===== src/rtl/txsr_pkg.sv =====
/*
  Constants for the transmit status reporting block.
  Assumes a single 250 MHz clock and a 16-bit indirect register port.
*/
package txsr_pkg;
  localparam int          CLK_MHZ        = 250;
  localparam int          DIST_RATE_MHZ  = 10;
  localparam int          DIST_DIV       = CLK_MHZ / DIST_RATE_MHZ;
  localparam int          MAX_ATTEMPTS   = 16;
  localparam int          DIST_W         = 10;
  localparam logic [6:0]  IDX_STATUS     = 7'h00;
  localparam logic [6:0]  IDX_IBASE_LO   = 7'h01;
  localparam logic [6:0]  IDX_IBASE_HI   = 7'h02;
  localparam logic [6:0]  IDX_MASK       = 7'h03;
  localparam logic [6:0]  IDX_MISC       = 7'h04;
  localparam logic [6:0]  IDX_RINGLEN    = 7'h06;
  localparam logic [6:0]  IDX_MODE       = 7'h0f;
  localparam logic [6:0]  IDX_IBASE      = 7'h10;
  localparam logic [6:0]  IDX_CXBA       = 7'h14;
  localparam logic [6:0]  IDX_TXRING     = 7'h1e;
  localparam logic [6:0]  IDX_NXDA       = 7'h20;
  localparam logic [6:0]  IDX_CXDA       = 7'h22;
  localparam logic [6:0]  IDX_NNXDA      = 7'h26;
  localparam logic [6:0]  IDX_CXBC       = 7'h2a;
  localparam logic [6:0]  IDX_POLL       = 7'h2e;
  localparam logic [6:0]  IDX_PINT       = 7'h2f;
  localparam logic [6:0]  IDX_PXDA       = 7'h3c;
  localparam logic [6:0]  IDX_PXBC       = 7'h3e;
  localparam int          BIT_BUF_ERR    = 15;
  localparam int          BIT_UNDERFLOW  = 14;
  localparam int          BIT_RSVD_ZERO  = 13;
  localparam int          BIT_LATE_COLL  = 12;
  localparam int          BIT_CARR_LOSS  = 11;
  localparam int          BIT_RETRY_ERR  = 10;
  localparam int          BIT_TX_ON      = 4;
  localparam int          BIT_TX_DEMAND  = 3;
  localparam int          BIT_NO_RETRY   = 5;
  localparam int          BIT_TP_SEL     = 7;
  localparam logic [15:0] STATUS_RST     = 16'h0000;
  localparam logic [15:0] MODE_RST       = 16'h0000;
  localparam logic [6:0]  PTR_RST        = 7'h00;
endpackage : txsr_pkg


===== src/rtl/txsr_sync.sv =====
/*
  Two-stage synchroniser for a group of level inputs.
  Assumes inputs are static long enough to be sampled by ref_clk.
*/
`timescale 1ns/100ps
module txsr_sync
#(
  parameter int W = 1
)
(
  input  wire logic         ref_clk,
  input  wire logic         resetn,
  input  wire logic [W-1:0] async_in,
  output logic      [W-1:0] sync_out
);
  logic [W-1:0] meta_r;

  // Only the second stage is read outside this module.
  always_ff @(posedge ref_clk or negedge resetn)
  begin
    if (!resetn)
    begin
      meta_r   <= '0;
      sync_out <= '0;
    end
    else
    begin
      meta_r   <= async_in;
      sync_out <= meta_r;
    end
  end
endmodule : txsr_sync


===== src/rtl/txsr_top.sv =====
/*
  Transmit status reporting: descriptor error flags, fault-distance
  counter and the indirect pointer/data register port.
  Assumes the transmit engine signals frame events on ref_clk and that
  medium status pins are asynchronous.
*/
`timescale 1ns/100ps
// Behaviour
// - FIFO empty before frame end sets the underflow flag and clears transmit_on.
// - Descriptor status bit 13 is always written as zero.
// - A collision after the slot time sets late collision and ends retries.
// - In AUI mode carrier loss sets carrier loss yet the frame is sent to its end.
// - In twisted-pair mode link fail of the transceiver sets carrier loss.
// - Sixteen failed attempts from collisions set the retry error flag.
// - With disable_retry set, one failed attempt sets the retry error flag.
// - A 10 MHz counter runs from transmit start to collision or a fall of the carrier pin into bits 9-0.
// - The pointer port selects a register index; the data port reads or writes it.
// - Indices 1 and 2 alias the low and high halves of the init base at 16 and 17.
// - A buffer error during chaining also reports underflow.
module txsr_top
  import txsr_pkg::*;
#(
  parameter int DIV       = DIST_DIV,
  parameter int ATTEMPTS  = MAX_ATTEMPTS
)
(
  input  wire logic        ref_clk,
  input  wire logic        resetn,
  input  wire logic        ptr_wr,
  input  wire logic        data_wr,
  input  wire logic        data_rd,
  input  wire logic [15:0] wdata,
  output logic      [15:0] rdata,
  output logic             rvalid,
  input  wire logic        tx_start,
  input  wire logic        tx_frame_end,
  input  wire logic        tx_fifo_empty,
  input  wire logic        slot_elapsed,
  input  wire logic        chain_buf_miss,
  input  wire logic        collision_pin,
  input  wire logic        carrier_pin,
  input  wire logic        link_fail_pin,
  output logic             retransmit,
  output logic             tx_abort,
  output logic             status_wr,
  output logic      [15:0] status_word,
  output logic             transmit_on
);
  typedef enum logic [1:0]
  {
    TXSR_IDLE = 2'b00,
    TXSR_SEND = 2'b01,
    TXSR_DONE = 2'b10
  } txsr_state_t;

  txsr_state_t       state_r;
  logic [6:0]        ptr_r;
  logic [15:0]       mode_r;
  logic [15:0]       mask_r;
  logic [15:0]       misc_r;
  logic [15:0]       ringlen_r;
  logic [15:0]       poll_r;
  logic [31:0]       ibase_r;
  logic [31:0]       wide_r [0:8];
  logic [31:0]       pint_r;
  logic [7:0]        div_r;
  logic              tick;
  logic [DIST_W-1:0] dist_r;
  logic              dist_run_r;
  logic [4:0]        tries_r;
  logic              underflow_r;
  logic              buf_err_r;
  logic              late_coll_r;
  logic              carr_loss_r;
  logic              retry_err_r;
  logic              coll_prev_r;
  logic              coll_rise;
  logic [2:0]        med;
  logic              coll_s;
  logic              car_s;
  logic              lf_s;
  logic              car_prev_r;
  logic              transmit_on_set;
  logic [15:0]       rd_nxt;
  logic [3:0]        widx;
  logic              wsel;
  logic              whi;

  txsr_sync #(.W(3)) u_sync
  (
    .ref_clk  (ref_clk),
    .resetn   (resetn),
    .async_in ({collision_pin, carrier_pin, link_fail_pin}),
    .sync_out (med)
  );

  assign coll_s = med[2];
  assign car_s  = med[1];
  assign lf_s   = med[0];
  assign transmit_on_set = data_wr && ptr_r == IDX_STATUS && wdata[BIT_TX_ON];
  // A collision holds for several cycles; only its onset counts an attempt.
  assign coll_rise = coll_s && !coll_prev_r;

  // Map the wide transmit registers onto a small array by index.
  always_comb
  begin
    wsel = 1'b1;
    widx = 4'h0;
    whi  = ptr_r[0];
    if (ptr_r[6:1] == IDX_CXBA[6:1])
      widx = 4'h0;
    else if (ptr_r[6:1] == IDX_TXRING[6:1])
      widx = 4'h1;
    else if (ptr_r[6:1] == IDX_NXDA[6:1])
      widx = 4'h2;
    else if (ptr_r[6:1] == IDX_CXDA[6:1])
      widx = 4'h3;
    else if (ptr_r[6:1] == IDX_NNXDA[6:1])
      widx = 4'h4;
    else if (ptr_r[6:1] == IDX_CXBC[6:1])
      widx = 4'h5;
    else if (ptr_r[6:1] == IDX_PXDA[6:1])
      widx = 4'h6;
    else if (ptr_r[6:1] == IDX_PXBC[6:1])
      widx = 4'h7;
    else
      wsel = 1'b0;
  end

  // Pointer port holds the selected index.
  always_ff @(posedge ref_clk or negedge resetn)
  begin
    if (!resetn)
      ptr_r <= PTR_RST;
    else if (ptr_wr)
      ptr_r <= wdata[6:0];
  end

  // Software-written configuration registers.
  always_ff @(posedge ref_clk or negedge resetn)
  begin
    if (!resetn)
    begin
      mode_r    <= MODE_RST;
      mask_r    <= 16'h0000;
      misc_r    <= 16'h0000;
      ringlen_r <= 16'h0000;
      poll_r    <= 16'h0000;
      ibase_r   <= 32'h0000_0000;
      pint_r    <= 32'h0000_0000;
      for (int i = 0; i < 9; i++)
        wide_r[i] <= 32'h0000_0000;
    end
    else if (data_wr)
    begin
      if (ptr_r == IDX_IBASE_LO || ptr_r == IDX_IBASE)
        ibase_r[15:0] <= wdata;
      else if (ptr_r == IDX_IBASE_HI || ptr_r == IDX_IBASE + 7'h01)
        ibase_r[31:16] <= wdata;
      else if (ptr_r == IDX_MASK)
        mask_r <= wdata;
      else if (ptr_r == IDX_MISC)
        misc_r <= wdata;
      else if (ptr_r == IDX_RINGLEN)
        ringlen_r <= wdata;
      else if (ptr_r == IDX_MODE)
        mode_r <= wdata;
      else if (ptr_r == IDX_POLL)
        poll_r <= wdata;
      else if (ptr_r == IDX_PINT)
        pint_r[15:0] <= wdata;
      else if (ptr_r == IDX_PINT + 7'h01)
        pint_r[31:16] <= wdata;
      else if (wsel && !whi)
        wide_r[widx][15:0] <= wdata;
      else if (wsel)
        wide_r[widx][31:16] <= wdata;
    end
  end

  // Read mux; unmapped indices read as zero.
  always_comb
  begin
    rd_nxt = 16'h0000;
    if (ptr_r == IDX_STATUS)
      rd_nxt = {11'h000, transmit_on, 4'h0};
    else if (ptr_r == IDX_IBASE_LO || ptr_r == IDX_IBASE)
      rd_nxt = ibase_r[15:0];
    else if (ptr_r == IDX_IBASE_HI || ptr_r == IDX_IBASE + 7'h01)
      rd_nxt = ibase_r[31:16];
    else if (ptr_r == IDX_MASK)
      rd_nxt = mask_r;
    else if (ptr_r == IDX_MISC)
      rd_nxt = misc_r;
    else if (ptr_r == IDX_RINGLEN)
      rd_nxt = ringlen_r;
    else if (ptr_r == IDX_MODE)
      rd_nxt = mode_r;
    else if (ptr_r == IDX_POLL)
      rd_nxt = poll_r;
    else if (ptr_r == IDX_PINT)
      rd_nxt = pint_r[15:0];
    else if (ptr_r == IDX_PINT + 7'h01)
      rd_nxt = pint_r[31:16];
    else if (ptr_r == IDX_CXBC && state_r != TXSR_IDLE)
      rd_nxt = status_word;
    else if (wsel && !whi)
      rd_nxt = wide_r[widx][15:0];
    else if (wsel)
      rd_nxt = wide_r[widx][31:16];
  end

  always_ff @(posedge ref_clk or negedge resetn)
  begin
    if (!resetn)
    begin
      rdata  <= 16'h0000;
      rvalid <= 1'b0;
    end
    else
    begin
      rvalid <= data_rd;
      if (data_rd)
        rdata <= rd_nxt;
    end
  end

  // The 10 MHz time base is a strobe from a free-running divider.
  always_ff @(posedge ref_clk or negedge resetn)
  begin
    if (!resetn)
      div_r <= 8'h00;
    else if (tick)
      div_r <= 8'h00;
    else
      div_r <= div_r + 8'h01;
  end
  assign tick = (div_r == 8'(DIV - 1));

  // Fault-distance counter; it stops on collision or a fall of the carrier pin, not on link fail.
  always_ff @(posedge ref_clk or negedge resetn)
  begin
    if (!resetn)
    begin
      dist_r     <= '0;
      dist_run_r <= 1'b0;
    end
    else if (tx_start)
    begin
      dist_r     <= '0;
      dist_run_r <= 1'b1;
    end
    else if (dist_run_r && (coll_s || (car_prev_r && !car_s)))
      dist_run_r <= 1'b0;
    else if (dist_run_r && tick && state_r == TXSR_SEND && dist_r != '1)
      dist_r <= dist_r + 1'b1;
  end

  // Frame state, retry counting and error flags.
  always_ff @(posedge ref_clk or negedge resetn)
  begin
    if (!resetn)
    begin
      state_r     <= TXSR_IDLE;
      tries_r     <= 5'h00;
      underflow_r <= 1'b0;
      buf_err_r   <= 1'b0;
      late_coll_r <= 1'b0;
      carr_loss_r <= 1'b0;
      retry_err_r <= 1'b0;
      car_prev_r  <= 1'b0;
      coll_prev_r <= 1'b0;
      retransmit <= 1'b0;
      tx_abort   <= 1'b0;
      status_wr  <= 1'b0;
    end
    else
    begin
      car_prev_r  <= car_s;
      coll_prev_r <= coll_s;
      retransmit <= 1'b0;
      tx_abort   <= 1'b0;
      status_wr  <= 1'b0;
      case (state_r)
        TXSR_IDLE:
        begin
          if (tx_start)
          begin
            state_r <= TXSR_SEND;
            tries_r <= 5'h01;
            underflow_r <= 1'b0;
            buf_err_r   <= 1'b0;
            late_coll_r <= 1'b0;
            carr_loss_r <= 1'b0;
            retry_err_r <= 1'b0;
          end
        end
        TXSR_SEND:
        begin
          if (!mode_r[BIT_TP_SEL] && car_prev_r && !car_s)
            carr_loss_r <= 1'b1;
          if (mode_r[BIT_TP_SEL] && lf_s)
            carr_loss_r <= 1'b1;
          if (chain_buf_miss)
          begin
            buf_err_r   <= 1'b1;
            underflow_r <= 1'b1;
            tx_abort <= 1'b1;
            state_r  <= TXSR_DONE;
          end
          else if (tx_fifo_empty && !tx_frame_end)
          begin
            underflow_r <= 1'b1;
            tx_abort <= 1'b1;
            state_r  <= TXSR_DONE;
          end
          else if (coll_rise && slot_elapsed)
          begin
            late_coll_r <= 1'b1;
            tx_abort <= 1'b1;
            state_r  <= TXSR_DONE;
          end
          else if (coll_rise)
          begin
            if (mode_r[BIT_NO_RETRY] || tries_r == 5'(ATTEMPTS))
            begin
              retry_err_r <= 1'b1;
              tx_abort <= 1'b1;
              state_r  <= TXSR_DONE;
            end
            else
            begin
              tries_r    <= tries_r + 5'h01;
              retransmit <= 1'b1;
            end
          end
          else if (tx_frame_end)
            state_r <= TXSR_DONE;
        end
        TXSR_DONE:
        begin
          status_wr <= 1'b1;
          state_r   <= TXSR_IDLE;
        end
        default:
          state_r <= TXSR_IDLE;
      endcase
    end
  end

  // Status word presented with the descriptor write-back.
  always_ff @(posedge ref_clk or negedge resetn)
  begin
    if (!resetn)
      status_word <= 16'h0000;
    else
    begin
      status_word              <= 16'h0000;
      status_word[BIT_BUF_ERR]   <= buf_err_r;
      status_word[BIT_UNDERFLOW] <= underflow_r;
      status_word[BIT_RSVD_ZERO] <= 1'b0;
      status_word[BIT_LATE_COLL] <= late_coll_r;
      status_word[BIT_CARR_LOSS] <= carr_loss_r;
      status_word[BIT_RETRY_ERR] <= retry_err_r;
      status_word[DIST_W-1:0]    <= dist_r;
    end
  end

  // Software may start the transmitter; underflow stops it.
  always_ff @(posedge ref_clk or negedge resetn)
  begin
    if (!resetn)
      transmit_on <= 1'b0;
    else if (state_r == TXSR_SEND && (chain_buf_miss ||
             (tx_fifo_empty && !tx_frame_end)))
      transmit_on <= 1'b0;
    else if (transmit_on_set)
      transmit_on <= 1'b1;
  end
endmodule : txsr_top


===== config.mk =====
export PLATFORM = sky130hd
export DESIGN_NAME = txsr_top
export DESIGN_NICKNAME = d
export VERILOG_FILES = /design/src/rtl/txsr_pkg.sv /design/src/rtl/txsr_sync.sv /design/src/rtl/txsr_top.sv
export SDC_FILE = /design/constraint.sdc
export NUM_CORES = 1
export LEC_CHECK = 0
export BUFFER_PORTS_ARGS = -buffer_cell sky130_fd_sc_hd__buf_2
export CORE_ASPECT_RATIO = 1.5
export CORE_MARGIN = 2
export CORE_UTILIZATION = 43
export CTS_CLUSTER_SIZE = 20
export DETAILED_ROUTE_END_ITERATION = 10
export PLACE_DENSITY = 0.58
export SETUP_SLACK_MARGIN = 0.15
export SKIP_CTS_REPAIR_TIMING = 1
export SLEW_MARGIN = 10
export SYNTH_ARGS = -nofsm -noshare
export SYNTH_HDL_FRONTEND = slang
export SYNTH_SLANG_ARGS = --single-unit

===== constraint.sdc =====
create_clock -name ref_clk -period 2.4 [get_ports ref_clk]
set_input_delay 0.12 -clock ref_clk [delete_from_list [all_inputs] [get_ports ref_clk]]
set_output_delay 0.12 -clock ref_clk [all_outputs]
set_load 0.1 [all_outputs]

==> insert_results.sql <==
INSERT INTO impl_metrics (metric_group, metric, value, unit) VALUES
('outcome', 'status', 'finished with violations', ''),
('outcome', 'violations', 'negative hold slack, negative setup slack', ''),
('worst_setup_path', 'cp_data_arrival_time', '3.02', 'ns'),
('sta', 'fmax', '0.385', 'GHz'),
('cts', 'clockRootBuffer', 'sky130_fd_sc_hd__clkbuf_16', ''),
('yosys', 'synthTopCellsByArea', 'sky130_fd_sc_hd__dfrtp_1 (56%), sky130_fd_sc_hd__mux2_2 (19%), sky130_fd_sc_hd__o22ai_1 (2.1%)', ''),
('yosys', 'synth_flop_cell', 'sky130_fd_sc_hd__dfrtp_1', ''),
('global_routing', 'grt_antenna_before_repair', '0', ''),
('sta', 'setup_viol_count_final', '301', ''),
('yosys', 'synthesis.instances', '1698', ''),
('yosys', 'post_synth_num_cell_types', '80', ''),
('floorplan', 'die-width', '187', 'um'),
('cts', 'clock_insertion_delay_worst_skew', '0.56', 'ns'),
('worst_setup_path', 'worst_path_max_delay_cell', 'sky130_fd_sc_hd__or4_4', ''),
('power_and_ir_drop', 'worst_ir_drop_vdd', '0.948', 'mV'),
('cells_and_area', 'layout-area-overhead-vs-synth', '31.7', '%'),
('global_routing', 'grt-ovfl-total', '0', ''),
('worst_hold_path', 'holdCritPathClass', 'primary input to flip-flop', ''),
('worst_setup_path', 'cp.required', '2.83', 'ns'),
('placement', 'placement.cell_area', '24300', 'um2'),
('floorplan', 'row_count', '100', ''),
('cts', 'path_clk_slew', '0.06', 'ns'),
('sta', 'timing.final.hold_violations', '1', ''),
('drt', 'drcViolationCount', '0', ''),
('drt', 'routed_wirelength', '68300', 'um'),
('cells_and_area', 'design.final.nets', '1994', ''),
('floorplan', 'design.core.area', '49500', 'um2'),
('sta', 'layout_setup_ws', '-0.197', 'ns'),
('sta', 'worst_slew_margin_relative_to_its_limit', '47.7', '%'),
('worst_setup_path', 'setup.worst_path.class', 'flip-flop to flip-flop', ''),
('cts', 'cts_tree', 'done', ''),
('placement', 'place.detailed.hpwl', '45100', 'um'),
('drt', 'post_drt_via_cell_ratio', '5.81', ''),
('worst_hold_path', 'min_from', 'tx_fifo_empty', ''),
('cts', 'clock_tree.htree_level_count', '2', ''),
('placement', 'port_buffers', '64', ''),
('floorplan', 'die_y', '278', 'um'),
('power_and_ir_drop', 'power_per_cell_area', '711', 'nW/um2'),
('global_routing', 'grt_start_max_net_pins', '69', ''),
('global_routing', 'grtUsageTotal', '23.9', '%'),
('yosys', 'synth-seq-area-share', '55.9', '%'),
('yosys', 'synth_nets', '1732', ''),
('worst_setup_path', 'worstPathCellList', 'buf_6 > buf_6 > or4_4 > or3_4 > buf_12 > buf_12 > o221ai_2 > a211oi_1 > nor2_1 > a41oi_2', ''),
('sta', 'timing.hold.ws', '-0.00587', 'ns'),
('global_routing', 'global_route_wire_length_before_repair', '95900', 'um'),
('cells_and_area', 'proportion_of_layout_cells_with_a_drive_suffix_above_1', '48.4', '%'),
('drt', 'drt_first_iter_violations', '993', ''),
('worst_setup_path', 'critPathMaxFanout', '5', ''),
('sta', 'rsz0062_at_grt', 'yes', ''),
('yosys', 'postSynth.asyncResetShare', '100', '%'),
('worst_setup_path', 'cp-end-kind', 'flip-flop', ''),
('placement', 'place_congestion', '0.926', ''),
('yosys', 'synthesis.area', '21600', 'um2'),
('yosys', 'synth_edf_count', '0', ''),
('cells_and_area', 'registers.top_by_ff_count', 'wide_r', ''),
('cts', 'clock_sinks', '482', ''),
('power_and_ir_drop', 'fin_total_pwr', '20.2', 'mW'),
('worst_setup_path', 'rr_startpoint', 'ptr_r[3]$_DFFE_PN0P_', ''),
('cts', 'clockBufferDepth', '3', ''),
('sta', 'worst_margin_pin_slew', '0.764', 'ns'),
('floorplan', 'design.die.area', '52000', 'um2'),
('yosys', 'syn-mean-instance-area', '12.7', 'um2'),
('yosys', 'ys.warnings.count', '0', ''),
('yosys', 'yosys.area.top_type', 'sky130_fd_sc_hd__dfrtp_1', ''),
('power_and_ir_drop', 'p_leak', '13.8', 'nW'),
('cells_and_area', 'flip_flop_count_of_the_largest_register_after_layout', '256', ''),
('yosys', 'yosysTopAreaCellShare', '55.9', '%'),
('worst_setup_path', 'critPathLaunchType', 'flip-flop', ''),
('cells_and_area', 'number_of_diodes', '0', ''),
('cells_and_area', 'post-route-cell-area', '28400', 'um2'),
('job', 'cap_viol_max_count', '0', '');
## path summary, 6_finish.rpt
path | slack, ns | cells after the start | end
min | -0.006 | 4 | state_r[1]$_DFFE_PN0P_
min in group asynchronous | 0.13 | 2 | pint_r[16]$_DFFE_PN0P_
max in group asynchronous | 1.46 | 3 | wide_r[121]$_DFFE_PN0P_
max | -0.20 | 10 | rdata[15]$_DFFE_PN0P_
min reg2reg | 0.35 | 0 | u_sync.sync_out[1]$_DFF_PN0_
max reg2reg | -0.20 | 10 | rdata[15]$_DFFE_PN0P_
## critical path, delay by kind of cell (launching register included)
kind	cells	cell delay [ns]
simple gates	3	1.05
buf+inv	4	0.54
flops	1	0.43
compound gates	3	0.43
## synthesized netlist by cell type, drive strengths merged, types with 4 or more instances
cell type / n
or4: 4
mux2i: 14
nor2: 78
a211oi: 10
a21oi: 48
ha: 5
and3: 8
or2: 6
xor2: 10
mux2: 408
a221oi: 26
nand2: 64
nand2b: 6
and2: 5
o221ai: 21
inv: 12
buf: 53
nor3: 35
nor4b: 5
o21ai: 38
nand3: 20
nor4: 6
o2111ai: 5
or3: 27
o22ai: 74
a31o: 9
a41oi: 10
o211ai: 25
dfrtp: 482
a31oi: 8
clkbuf: 80
xnor2: 5
nand4: 10
a22oi: 12
nor2b: 24
## per-layer routing
layer / global-route usage, % / wire [um] / up-vias
met5: 0 / 0 / -
met4: 10.6 / 4140 / 0
met3: 1.98 / 2010 / 188
met2: 45.1 / 36400 / 408
met1: 27.5 / 25700 / 8014
li1: - / - / 6831
## cell families after synthesis
family	count (synthesis)	synth area share, %
muxes	422	21.9
xor gates and xnor gates	15	0.609
other	1	0.0174
DFF	482	55.9
and+or+nand+nor	309	7.68
AOI/OAI and AO/OA	318	10.3
adders and majority gates	6	0.336
buffers and inverters	145	3.17
## layout by cell type (no fill, tap or decap), drive strengths merged, types with 6 or more instances in the layout
cell and instances:
clkinv 9, nor4 6, or2 6, nor2 78, clkbuf 79, o221ai 21
a31o 9, o22ai 74, and3 8, nand4 10, xor2 10, or3 27
nor3 35, a22oi 12, a211oi 10, o21ai 39, nand2b 6, a21oi 48
a41oi 10, mux2i 14, nand3 20, a221oi 26, nor2b 24, dlygate4sd3 9
o211ai 25, a31oi 8, mux2 408, inv 12, dfrtp 482, nand2 71
buf 318
## area by class of cell
type / count / area (um2)
timing repair buffer: 338 / 3360
clock buffer: 68 / 1380
fill: 4104 / 21100
multi-input combinational: 1079 / 10600
clock inverter: 14 / 173
tap: 663 / 830
inverter: 12 / 45.0
sequential: 482 / 12100
## where the power goes
| part | switching (mW) | internal, mW | leakage, nW |
|---|---|---|---|
| logic | 1.70 | 1.47 | 6.51 |
| clock network | 3.10 | 4.40 | 0.766 |
| registers | 0.563 | 8.98 | 6.53 |
## per-stage QoR
step / instances / hold WS (ns) / setup TNS (ns)
2_1_floorplan: 1698 / -0.176 / -0.198
3_3_place_gp: 2506 / 0.141 / -28.56
3_5_place_dp: 2506 / 0.140 / -42.68
4_1_cts: 2588 / -0.454 / -49.30
5_1_grt: 2656 / 0.0312 / -41.79
6_report: 2656 / -0.00587 / -26.35
Power figures use the tool's default switching activity.
